==> src/design/monitor_txctl_config_regs.vh <==
`ifndef MONITOR_TXCTL_CONFIG_REGS_VH
`define MONITOR_TXCTL_CONFIG_REGS_VH
// ==========================================
// Register offsets
`define OFS_RSSI_TXD_FAULT_CONFIG 8'h8B
`define OFS_RESERVED_8C           8'h8C
`define OFS_DAC_POWER_LEVEL_CONFIG 8'h8D
`define OFS_TX_MONITOR_RIGHT_SHIFT 8'h8E
// ==========================================
// Reset values
`define RST_RSSI_TXD_FAULT_CONFIG 8'h10
`define RST_DAC_POWER_LEVEL_CONFIG 8'h00
`define RST_TX_MONITOR_RIGHT_SHIFT 8'h00
// ==========================================
// Field positions
`define BIT_CROSSOVER_ENABLE      7
`define BIT_DISABLE_CLEARS_ALARMS 5
`define BIT_OVERFLOW_FAULT_ENABLE 4
`define BIT_FAULT_TO_DISABLE      3
`define BIT_DISABLE_INPUT_IGNORE  2
`define BIT_FORCE_COARSE          1
`define BIT_FORCE_FINE            0
`define BIT_DAC_POLARITY          7
`define BIT_LEGACY_LEVEL_MODE     3
`define MASK_CONFIG_C             8'hBF
`define MASK_CONFIG_D             8'h8F
`define MASK_SHIFT                8'h77
`define FLD_BIAS_SHIFT_LSB        4
`define FLD_POWER_SHIFT_LSB       0
`define FLD_LEGACY_LEVEL_LSB      0
// ==========================================
// Level codes
`define LEVEL_0DB                 2'h0
`define LEVEL_3DB                 2'h1
`define LEVEL_6DB                 2'h2
`endif

==> src/design/nv_config_store.v <==
`timescale 1ns/100ps
// ==========================================
// Nonvolatile image of one config byte
module nv_config_store #(
    parameter [7:0] FACTORY = 8'h00,
    parameter [7:0] MASK    = 8'hFF
) (
    input  wire       clk_in,
    input  wire       rst_b_in,
    input  wire       wr_in,
    input  wire [7:0] wdata_in,
    input  wire       load_in,
    input  wire [7:0] nv_in,
    output reg  [7:0] value_out
);
    // Reset gives factory value; load recalls stored image; reserved bits zero
    always @(posedge clk_in) begin
        if (!rst_b_in) begin
            value_out <= FACTORY & MASK;
        end else if (load_in) begin
            value_out <= nv_in & MASK;
        end else if (wr_in) begin
            value_out <= wdata_in & MASK;
        end
    end
endmodule

==> src/design/monitor_txctl_config_regs.v <==
// Function
// - Crossover bit selects threshold versus hysteresis
// - Disable event holds RSSI alarms cleared
// - Driver overflow flags raise fault output
// - Fault input ORed into disable output
// - Disable input ORed unless ignore set
// - Force field picks normal, fine, coarse
// - DAC inverted when polarity bit zero
// - Mode zero uses lower-memory power level
// - Mode one writes legacy code to driver
// - Right-shift bias and power monitor results
// - Password and grant gate reads, writes
// - Coarse result clamped up to crossover
// - Fine above threshold requests coarse conversion
`timescale 1ns/100ps
`include "monitor_txctl_config_regs.vh"
module monitor_txctl_config_regs #(
    parameter MON_W = 16
) (
    input  wire             clk_in,
    input  wire             rst_b_in,
    // Host register access
    input  wire [7:0]       addr_in,
    input  wire             wr_in,
    input  wire             rd_in,
    input  wire [7:0]       wdata_in,
    output reg  [7:0]       rdata_out,
    output wire             denied_out,
    input  wire             factory_password_level_in,
    input  wire             user_password_level_in,
    input  wire             table_readwrite_grant_in,
    input  wire             table_read_grant_in,
    // Nonvolatile recall
    input  wire             nv_load_in,
    input  wire [7:0]       nv_config_c_in,
    input  wire [7:0]       nv_config_d_in,
    input  wire [7:0]       nv_shift_in,
    // Transmit pins and driver status
    input  wire             disable_in,
    input  wire             fault_in_pin_in,
    input  wire             bias_overflow_flag_in,
    input  wire             modulation_overflow_flag_in,
    input  wire             fault_other_in,
    output reg              disable_out_pin_out,
    output reg              fault_out_pin_out,
    output reg              rssi_alarm_clear_out,
    // RSSI conversion control
    input  wire [15:0]      crossover_threshold_fine_in,
    input  wire [15:0]      crossover_threshold_coarse_in,
    input  wire             hysteresis_coarse_in,
    input  wire [15:0]      rssi_fine_raw_in,
    input  wire [15:0]      rssi_coarse_raw_in,
    output reg              rssi_use_coarse_out,
    output reg  [15:0]      rssi_coarse_clamped_out,
    // DAC and laser driver level
    input  wire [9:0]       dac_raw_in,
    output reg  [9:0]       dac_out,
    input  wire [1:0]       lower_power_level_in,
    output reg  [1:0]       driver_level_field_out,
    output reg              driver_level_write_out,
    // Monitor results
    input  wire [MON_W-1:0] bias_monitor_in,
    input  wire [MON_W-1:0] power_monitor_in,
    output reg  [MON_W-1:0] bias_monitor_out,
    output reg  [MON_W-1:0] power_monitor_out
);
    // ==========================================
    // Access control
    wire       can_read;
    wire       can_write;
    wire       hit_c;
    wire       hit_d;
    wire       hit_s;
    wire [7:0] rssi_txd_fault_config;
    wire [7:0] dac_power_level_config;
    wire [7:0] tx_monitor_right_shift;

    // Top level alone, or lower level with a table grant (only the read-write grant for writes)
    assign can_read  = factory_password_level_in | (user_password_level_in &
                       (table_readwrite_grant_in | table_read_grant_in));
    assign can_write = factory_password_level_in |
                       (user_password_level_in & table_readwrite_grant_in);
    // Full byte compare; aliases of the bank would let a stray write land
    assign hit_c = (addr_in == `OFS_RSSI_TXD_FAULT_CONFIG);
    assign hit_d = (addr_in == `OFS_DAC_POWER_LEVEL_CONFIG);
    assign hit_s = (addr_in == `OFS_TX_MONITOR_RIGHT_SHIFT);
    // Refused access is flagged so the host can report it
    assign denied_out = (wr_in & ~can_write) | (rd_in & ~can_read);

    // ==========================================
    // Configuration storage, recalled from the nonvolatile image
    // Recall beats a host write in the same cycle, so the image always wins
    // Reserved bits are masked at storage, so reads and decode see zero
    nv_config_store #(.FACTORY(`RST_RSSI_TXD_FAULT_CONFIG), .MASK(`MASK_CONFIG_C)) u_cfg_c (
        .clk_in    (clk_in),
        .rst_b_in  (rst_b_in),
        .wr_in     (wr_in & can_write & hit_c),
        .wdata_in  (wdata_in),
        .load_in   (nv_load_in),
        .nv_in     (nv_config_c_in),
        .value_out (rssi_txd_fault_config)
    );
    nv_config_store #(.FACTORY(`RST_DAC_POWER_LEVEL_CONFIG), .MASK(`MASK_CONFIG_D)) u_cfg_d (
        .clk_in    (clk_in),
        .rst_b_in  (rst_b_in),
        .wr_in     (wr_in & can_write & hit_d),
        .wdata_in  (wdata_in),
        .load_in   (nv_load_in),
        .nv_in     (nv_config_d_in),
        .value_out (dac_power_level_config)
    );
    nv_config_store #(.FACTORY(`RST_TX_MONITOR_RIGHT_SHIFT), .MASK(`MASK_SHIFT)) u_shift (
        .clk_in    (clk_in),
        .rst_b_in  (rst_b_in),
        .wr_in     (wr_in & can_write & hit_s),
        .wdata_in  (wdata_in),
        .load_in   (nv_load_in),
        .nv_in     (nv_shift_in),
        .value_out (tx_monitor_right_shift)
    );

    // ==========================================
    // Field decode
    wire       rssi_crossover_enable;
    wire       disable_clears_rssi_alarms;
    wire       overflow_fault_enable;
    wire       fault_to_disable_enable;
    wire       disable_input_ignore;
    wire [1:0] rssi_force;
    wire       dac_polarity;
    wire       legacy_level_mode;
    wire [2:0] legacy_power_level;
    wire [2:0] bias_shift;
    wire [2:0] power_shift;

    assign rssi_crossover_enable      = rssi_txd_fault_config[`BIT_CROSSOVER_ENABLE];
    assign disable_clears_rssi_alarms = rssi_txd_fault_config[`BIT_DISABLE_CLEARS_ALARMS];
    assign overflow_fault_enable      = rssi_txd_fault_config[`BIT_OVERFLOW_FAULT_ENABLE];
    assign fault_to_disable_enable    = rssi_txd_fault_config[`BIT_FAULT_TO_DISABLE];
    assign disable_input_ignore       = rssi_txd_fault_config[`BIT_DISABLE_INPUT_IGNORE];
    assign rssi_force = {rssi_txd_fault_config[`BIT_FORCE_COARSE],
                         rssi_txd_fault_config[`BIT_FORCE_FINE]};
    assign dac_polarity       = dac_power_level_config[`BIT_DAC_POLARITY];
    assign legacy_level_mode  = dac_power_level_config[`BIT_LEGACY_LEVEL_MODE];
    assign legacy_power_level = dac_power_level_config[`FLD_LEGACY_LEVEL_LSB +: 3];
    // Shift fields sit in the low three bits of each nibble
    assign bias_shift         = tx_monitor_right_shift[`FLD_BIAS_SHIFT_LSB +: 3];
    assign power_shift        = tx_monitor_right_shift[`FLD_POWER_SHIFT_LSB +: 3];

    // ==========================================
    // Next values for outputs
    reg              next_disable;
    reg              next_fault;
    reg              next_use_coarse;
    reg [15:0]       next_clamped;
    reg [1:0]        next_level;
    reg              disable_event;

    // Transmit disable and fault routing
    // Plain OR of levels; a glitch on an enabled input reaches the pin
    always @* begin
        next_fault = fault_other_in |
                     (overflow_fault_enable &
                      (bias_overflow_flag_in | modulation_overflow_flag_in));
        next_disable = (~disable_input_ignore & disable_in)
                     | (fault_to_disable_enable & fault_in_pin_in);
        disable_event = disable_in;
    end

    // RSSI range choice: forced codes win, then crossover or hysteresis
    // Limitation: the hysteresis decision itself is made outside this bank
    always @* begin
        case (rssi_force)
            2'h1: next_use_coarse = 1'b0;
            2'h2: next_use_coarse = 1'b1;
            default: begin
                if (rssi_crossover_enable) begin
                    next_use_coarse = (rssi_fine_raw_in >
                                       crossover_threshold_fine_in);
                end else begin
                    next_use_coarse = hysteresis_coarse_in;
                end
            end
        endcase
        // Clamp applies on raw result, before any shift
        if (rssi_crossover_enable && (rssi_coarse_raw_in < crossover_threshold_coarse_in)) begin
            next_clamped = crossover_threshold_coarse_in;
        end else begin
            next_clamped = rssi_coarse_raw_in;
        end
    end

    // Legacy level mapping onto the driver level field
    // Codes past the middle band all fold into the deepest step
    always @* begin
        if (legacy_level_mode) begin
            case (legacy_power_level)
                3'h0, 3'h1, 3'h2: next_level = `LEVEL_0DB;
                3'h3, 3'h4, 3'h5: next_level = `LEVEL_3DB;
                default:          next_level = `LEVEL_6DB;
            endcase
        end else begin
            next_level = lower_power_level_in;
        end
    end

    // ==========================================
    // Read data selection
    reg [7:0]       next_rdata;
    reg [9:0]       next_dac;
    reg [MON_W-1:0] next_bias_monitor;
    reg [MON_W-1:0] next_power_monitor;
    reg             next_alarm_clear;

    // Reads without access and unmapped or reserved bytes return zero
    always @* begin
        next_rdata = 8'h00;
        if (rd_in && can_read) begin
            case (addr_in)
                `OFS_RSSI_TXD_FAULT_CONFIG:  next_rdata = rssi_txd_fault_config;
                `OFS_DAC_POWER_LEVEL_CONFIG: next_rdata = dac_power_level_config;
                `OFS_TX_MONITOR_RIGHT_SHIFT: next_rdata = tx_monitor_right_shift;
                default:                     next_rdata = 8'h00;
            endcase
        end
    end

    // ==========================================
    // Analog side and monitor shaping
    // Polarity applied before the register so the DAC code never glitches
    always @* begin
        if (dac_polarity) begin
            next_dac = dac_raw_in;
        end else begin
            next_dac = ~dac_raw_in;
        end
        // Shift only; low bits are dropped, no rounding of the final result
        next_bias_monitor  = bias_monitor_in >> bias_shift;
        next_power_monitor = power_monitor_in >> power_shift;
        // Held for as long as the disable input stays high
        next_alarm_clear   = disable_clears_rssi_alarms & disable_event;
    end

    // ==========================================
    // Registered outputs
    // Transmit pins, one cycle behind their inputs
    always @(posedge clk_in) begin
        if (!rst_b_in) begin
            disable_out_pin_out  <= 1'b0;
            fault_out_pin_out    <= 1'b0;
            rssi_alarm_clear_out <= 1'b0;
        end else begin
            disable_out_pin_out  <= next_disable;
            fault_out_pin_out    <= next_fault;
            rssi_alarm_clear_out <= next_alarm_clear;
        end
    end

    // RSSI range choice and clamped coarse result
    always @(posedge clk_in) begin
        if (!rst_b_in) begin
            rssi_use_coarse_out     <= 1'b0;
            rssi_coarse_clamped_out <= 16'h0000;
        end else begin
            rssi_use_coarse_out     <= next_use_coarse;
            rssi_coarse_clamped_out <= next_clamped;
        end
    end

    // DAC code and driver level; the write strobe follows the mode bit
    always @(posedge clk_in) begin
        if (!rst_b_in) begin
            dac_out                <= 10'h000;
            driver_level_field_out <= `LEVEL_0DB;
            driver_level_write_out <= 1'b0;
        end else begin
            dac_out                <= next_dac;
            driver_level_field_out <= next_level;
            driver_level_write_out <= legacy_level_mode;
        end
    end

    // Shifted monitor results
    always @(posedge clk_in) begin
        if (!rst_b_in) begin
            bias_monitor_out  <= {MON_W{1'b0}};
            power_monitor_out <= {MON_W{1'b0}};
        end else begin
            bias_monitor_out  <= next_bias_monitor;
            power_monitor_out <= next_power_monitor;
        end
    end

    // Read data stands only in the cycle after the read strobe
    always @(posedge clk_in) begin
        if (!rst_b_in) begin
            rdata_out <= 8'h00;
        end else begin
            rdata_out <= next_rdata;
        end
    end
endmodule

==> config.mk <==
export PLATFORM = sky130hd
export DESIGN_NAME = monitor_txctl_config_regs
export DESIGN_NICKNAME = d
export VERILOG_FILES = /design/src/design/nv_config_store.v /design/src/design/monitor_txctl_config_regs.v
export VERILOG_INCLUDE_DIRS = /design/src /design/src/design
export SDC_FILE = /design/constraint.sdc
export NUM_CORES = 1
export LEC_CHECK = 0
export BUFFER_PORTS_ARGS = -buffer_cell sky130_fd_sc_hd__buf_2
export CORE_MARGIN = 2
export CORE_UTILIZATION = 48
export DETAILED_ROUTE_END_ITERATION = 8
export PLACE_DENSITY = 0.81
export SYNTH_ARGS = -nofsm -noshare
export SYNTH_HDL_FRONTEND = slang
export SYNTH_HIERARCHICAL = 1
export SYNTH_SLANG_ARGS = --single-unit
==> constraint.sdc <==
create_clock -name clk_in -period 2.4 [get_ports clk_in]
set_clock_uncertainty 0.2 [all_clocks]
set_input_delay 0.12 -clock clk_in [delete_from_list [all_inputs] [get_ports clk_in]]
set_output_delay 0.12 -clock clk_in [all_outputs]
set_load 0.03 [all_outputs]
Yosys cells after proc, flatten, opt, wreduce, memory -nomap -nowiden
Cells that the tools add are included.
W data, S select, Z words.
{"block": "totals", "reg_bits": 91, "inputBits": 163, "out_inout_bits": 74, "word_cells": 73}
{"block": "op_classes", "magnitude_cmp": 2, "eq_ne": 10, "shift": 2, "n_mux": 13, "bitwise_logic": 23, "reduce_logical": 9}
{"cell": "$mux W8", "count": 4}
{"cell": "$shr A16 B3 Y16", "count": 2}
{"cell": "$eq A8 B8 Y1 const B", "count": 3}
{"cell": "$pmux W8 S3", "count": 1}
{"cell": "$gt A16 B16 Y1", "count": 1}
{"cell": "$lt A16 B16 Y1", "count": 1}
{"cell": "$mux W16", "count": 1}
{"cell": "$mux W7", "count": 2}
{"cell": "$and A1 B1 Y1", "count": 12}
{"cell": "$mux W10", "count": 1}
{"cell": "$not A10 Y10", "count": 1}
{"cell": "$or A1 B1 Y1", "count": 7}
{"cell": "$eq A3 B2 Y1 const B", "count": 2}
{"cell": "$eq A3 B3 Y1 const B", "count": 2}
{"cell": "$reduce_bool A2 Y1", "count": 3}
{"cell": "$reduce_or A3 Y1", "count": 2}
{"cell": "$pmux W2 S2", "count": 1}
{"cell": "$eq A3 B1 Y1 const B", "count": 1}
{"cell": "$logic_not A3 Y1", "count": 1}
{"cell": "$not A1 Y1", "count": 3}
{"cell": "$eq A2 B1 Y1 const B", "count": 1}
{"cell": "$eq A2 B2 Y1 const B", "count": 1}
{"cell": "$logic_and A1 B1 Y1", "count": 2}
{"cell": "$mux W2", "count": 1}
{"cell": "other kinds (3)", "count": 3}

Depth between registers and ports, before layout
{"block": "depth", "ltp_word": 6, "depth_mapped": 9, "mapped_depth_nobuf": 7}

By module
Netlist, hierarchy kept.
{"module": "monitor_txctl_config_regs", "n_inst": 1, "cells_per_inst": 460, "area_per_inst_um2": 4376.7, "seq_area_each_um2": 1461.4}
{"module": "nv_config_store (u_shift)", "n_inst": 1, "cells_per_inst": 29, "area_per_inst_um2": 341.6, "seq_area_each_um2": 120.1}
{"module": "nv_config_store (u_cfg_c)", "n_inst": 1, "cells_per_inst": 33, "area_per_inst_um2": 337.8, "seq_area_each_um2": 140.1}
{"module": "nv_config_store (u_cfg_d)", "n_inst": 1, "cells_per_inst": 25, "area_per_inst_um2": 267.8, "seq_area_each_um2": 100.1}

Worst setup path after synthesis
Ideal clock, no wire load.
{"block": "synth_timing", "path_type": "input -> register", "start": "input crossover_threshold_coarse_in[6]", "end": "register rssi_coarse_clamped_out[10]", "setup_time_ns": 0.072, "t_arrival_ns": 1.951, "t_required_ns": 2.128, "setup_slack_ns": 0.178, "path_stages": 8, "n_path_buf": 1, "path_cell_list": "inv_1 ha_1 a21o_1 a211oi_2 o21ai_2 a2111oi_4 buf_6 mux2i_1"}
{"block": "synth_via", "elab_chain_cells": 3}
{"element": "start, declared", "line": "monitor_txctl_config_regs.v:49", "text": "input wire [15:0] crossover_threshold_coarse_in,"}
{"element": "$lt A16 B16 Y1", "line": "monitor_txctl_config_regs.v:186", "text": "if (rssi_crossover_enable && (rssi_coarse_raw_in < crossover_threshold_coarse_in)) begin"}
{"element": "$logic_and A1 B1 Y1", "line": "monitor_txctl_config_regs.v:186"}
{"element": "$mux W16", "line": "monitor_txctl_config_regs.v:186"}
{"element": "end signal, assigned", "line": "monitor_txctl_config_regs.v:266", "text": "rssi_coarse_clamped_out <= next_clamped;"}
{"element": "end, declared", "line": "monitor_txctl_config_regs.v:54", "text": "output reg [15:0] rssi_coarse_clamped_out,"}
Every way passes these cells.
A chain may end at the register's enable or synchronous reset.

Worst setup path in the final report
{"block": "layout_timing", "start": "input crossover_threshold_coarse_in[6]", "end": "register rssi_coarse_clamped_out[2]"}
The elaborated chain is that of the path after synthesis.

==> results.json <==
{
  "path_max_fanout": 5,
  "power_per_cell_area_mw_per_mm2": 513,
  "outcome": "finished, violations left",
  "ys_ff_latch": 91,
  "avgRoutedWirePerCell_um": 16.5,
  "crit_chain": "dlygate4sd3_1 > buf_2 > inv_1 > ha_2 > or3_4 > a21oi_4 > nor3_2 > a2111oi_4 > buf_6 > mux2i_1",
  "worst_setup_path_end_kind": "register",
  "fin_crit_sh_pct": 100,
  "synth_edf_count": 0,
  "required_ps": 2480,
  "worst_pin_slew_ps": 642,
  "syn2layout_area_growth_pct": 45.8,
  "gp_congestion": 0.879,
  "synth_top_family_by_area": "multiplexers",
  "clk_pin_slew_ps": 90,
  "clock_path_buffers": 2,
  "critical-path-top-delay-family": "buffers and inverters",
  "clk_latency_ps": 370,
  "wl_um": 16600,
  "yosysWarnings": 6,
  "cts.sink_count": 91,
  "drive_above_1_share_pct": 34.3,
  "hold_ws_ps": -12.9,
  "leakage_nw": 3.88,
  "start_util_pct": 49.1,
  "ys.flop_type": "dfxtp_1",
  "first_pass_iters": 5,
  "dieArea_sq_mm": 0.0119,
  "vias": 5398,
  "grt_pass1_wl_um": 24800,
  "drv_cap": 0,
  "dpl.hpwl_um": 10800,
  "max_stage_delay_ps": 540,
  "final-setup-viol-count": 1,
  "dpl_cell_area_sq_mm": 0.00660,
  "path_class": "input pin to register",
  "synth-simple-area-share_pct": 16.3,
  "critical_path_arrival_ps": 2480,
  "synth-adder-area-share_pct": 7.52,
  "coreArea_sq_mm": 0.0108,
  "grt_pass1_vias": 5452,
  "cts_buffers": 9,
  "final_cell_area_sq_mm": 0.00776,
  "nNetsFinal": 1058,
  "grt_usage_pct": 26.6,
  "grt_antenna_before_repair": 2,
  "vdd_drop_max_mv": 0.363,
  "seq_area_frac_synth_pct": 34.2,
  "cp_slowest_cell": "dlygate4sd3_1",
  "final-max-slew-violation-count": 0,
  "port_buffers": 230,
  "synthDistinctLibCells": 51,
  "netlist_instances": 547,
  "h-tree-depth": 3,
  "finalHoldViolCount": 1,
  "start_kind": "input pin",
  "postSynthAreaPerCell_sq_um": 9.73,
  "cts-root-buf": "clkbuf_8",
  "postLayoutSetupSlackWorst_ps": -3.48,
  "slew_headroom_pct": 57.1,
  "antenna_left": 0,
  "ioPinCount": 237,
  "mostFrequentLayoutCells": "buf_2, dfxtp_1, dlygate4sd3_1, nand2_1, mux2i_1",
  "final_core_util_pct": 71.6,
  "pre_cts_slack_ps": 205,
  "synth_xor_area_share_pct": 1.81,
  "synth_mux_area_share_pct": 20.5,
  "hold_path.class": "input pin to register",
  "post-route-min-period_ps": 2400,
  "clock.fmax_ghz": 0.416,
  "drc": 0,
  "async_reset_ff_share_pct": 0,
  "cts_tree": "done",
  "die_w_um": 109,
  "grt_max_degree": 51,
  "post-cts-setup-buffer-count": 0,
  "die_height_um": 109,
  "grt_overflow": 0,
  "syn_area_sq_mm": 0.00532,
  "drt_iter0_drc": 319,
  "row_count": 38,
  "worst-path-buf-inv": 4,
  "violations": "hold timing, setup timing",
  "viasPerCell": 5.34,
  "synth_compound_area_share_pct": 13.2,
  "final_common_cell": "buf_2"
}
-- path summary, 6_finish.rpt --
check                                   start  cells past startpoint                    endpoint  slack, ps
min                     rssi_coarse_raw_in[5]                      3  rssi_coarse_clamped_out[5]        -10
max reg2reg              u_shift/value_out[5]                      5        bias_monitor_out[13]        180
max          crossover_threshold_coarse_in[6]                     10  rssi_coarse_clamped_out[2]         -3
min reg2reg              u_cfg_c/value_out[5]                      1        rssi_alarm_clear_out        360
-- worst reg2reg max path, delay by kind of cell, from the launching register on --
family          cells  cell delay (ps)
flops               1              650
buf+inv             1              600
mux                 1              290
compound gates      1              260
simple gates        2              120
-- layer usage --
| layer | vias to the layer above | global-route usage [%] | share of wire (%) |
|---|---|---|---|
| met2 | 262 | 48.9 | 52 |
| met4 | 0 | 12.5 | 3.1 |
| li1 | 2539 | - | - |
| met3 | 48 | 5.81 | 6.6 |
| met1 | 2549 | 29.1 | 38 |
| met5 | - | 0 | 0 |
-- area by class of cell --
| type | count | area, sq um |
|---|---|---|
| diodes | 2 | 5.00 |
| clock buffers | 10 | 138 |
| clock inverters | 6 | 63.8 |
| fillers | 743 | 3080 |
| inverters | 42 | 158 |
| multi-input cells | 383 | 3200 |
| flip-flops and latches | 91 | 1820 |
| well taps | 140 | 175 |
| repair buffers | 336 | 2190 |
-- flip-flops by register name (all words and copies together) (netlist names), 2 cells and up --
register and count:
power_monitor_out 16, rdata_out 8, bias_monitor_out 16, u_cfg_d/value_out 5, u_cfg_c/value_out 7, rssi_coarse_clamped_out 16, u_shift/value_out 6, dac_out 10
driver_level_field_out 2
-- cells by family (layout without fill, tap and decap cells) --
family          Yosys count  after routing
compound gates           90             90
xor+xnor                 11             11
fa+ha+maj                32             32
buf+inv                  76            394
flops                    91             91
mux                      80             80
other cells               3              8
simple gates            164            164
-- Yosys cell counts, types with 7 or more instances --
cell type,instances,area [sq um]
a211oi_1,9,67.6
a21boi_0,7,52.6
a21oi_1,15,75.1
a22o_1,8,70.1
a22oi_1,8,60.1
and2_1,12,75.1
clkbuf_1,19,71.3
dfxtp_1,91,1820
ha_1,32,400
inv_1,40,150
mux2i_1,47,470
mux4_2,20,450
nand2_1,52,195
nand2b_1,15,93.8
nor2_1,19,71.3
nor2b_1,36,225
o211a_1,13,130
o21a_1,8,60.1
o21ai_0,8,40.0
xnor2_1,10,87.6
-- through the flow --
stage | cells | total power [mW] | setup TNS (ps)
4_1_cts | 1008 | 3.94 | 0
2_1_floorplan | 550 | 2.39 | 0
3_5_place_dp | 901 | 2.75 | 0
3_3_place_gp | 901 | 2.71 | 0
6_report | 1010 | 3.98 | -3.48
5_1_grt | 1010 | 4.15 | -29.8
-- timing repair --
item | CTS | global route
endpoints found under the setup margin | 0 | 17
endpoints found under the hold margin | 58 | 1
hold buffers | 91 | 1
gates resized for setup | 0 | 12
-- where the power goes --
| part | switching [mW] | internal [mW] | leakage, nW | total, mW |
|---|---|---|---|---|
| clock network | 0.583 | 0.511 | 0.0987 | 1.09 |
| registers | 0.0646 | 1.63 | 0.755 | 1.69 |
| logic | 0.632 | 0.563 | 3.03 | 1.19 |
Power figures use the tool's default switching activity.
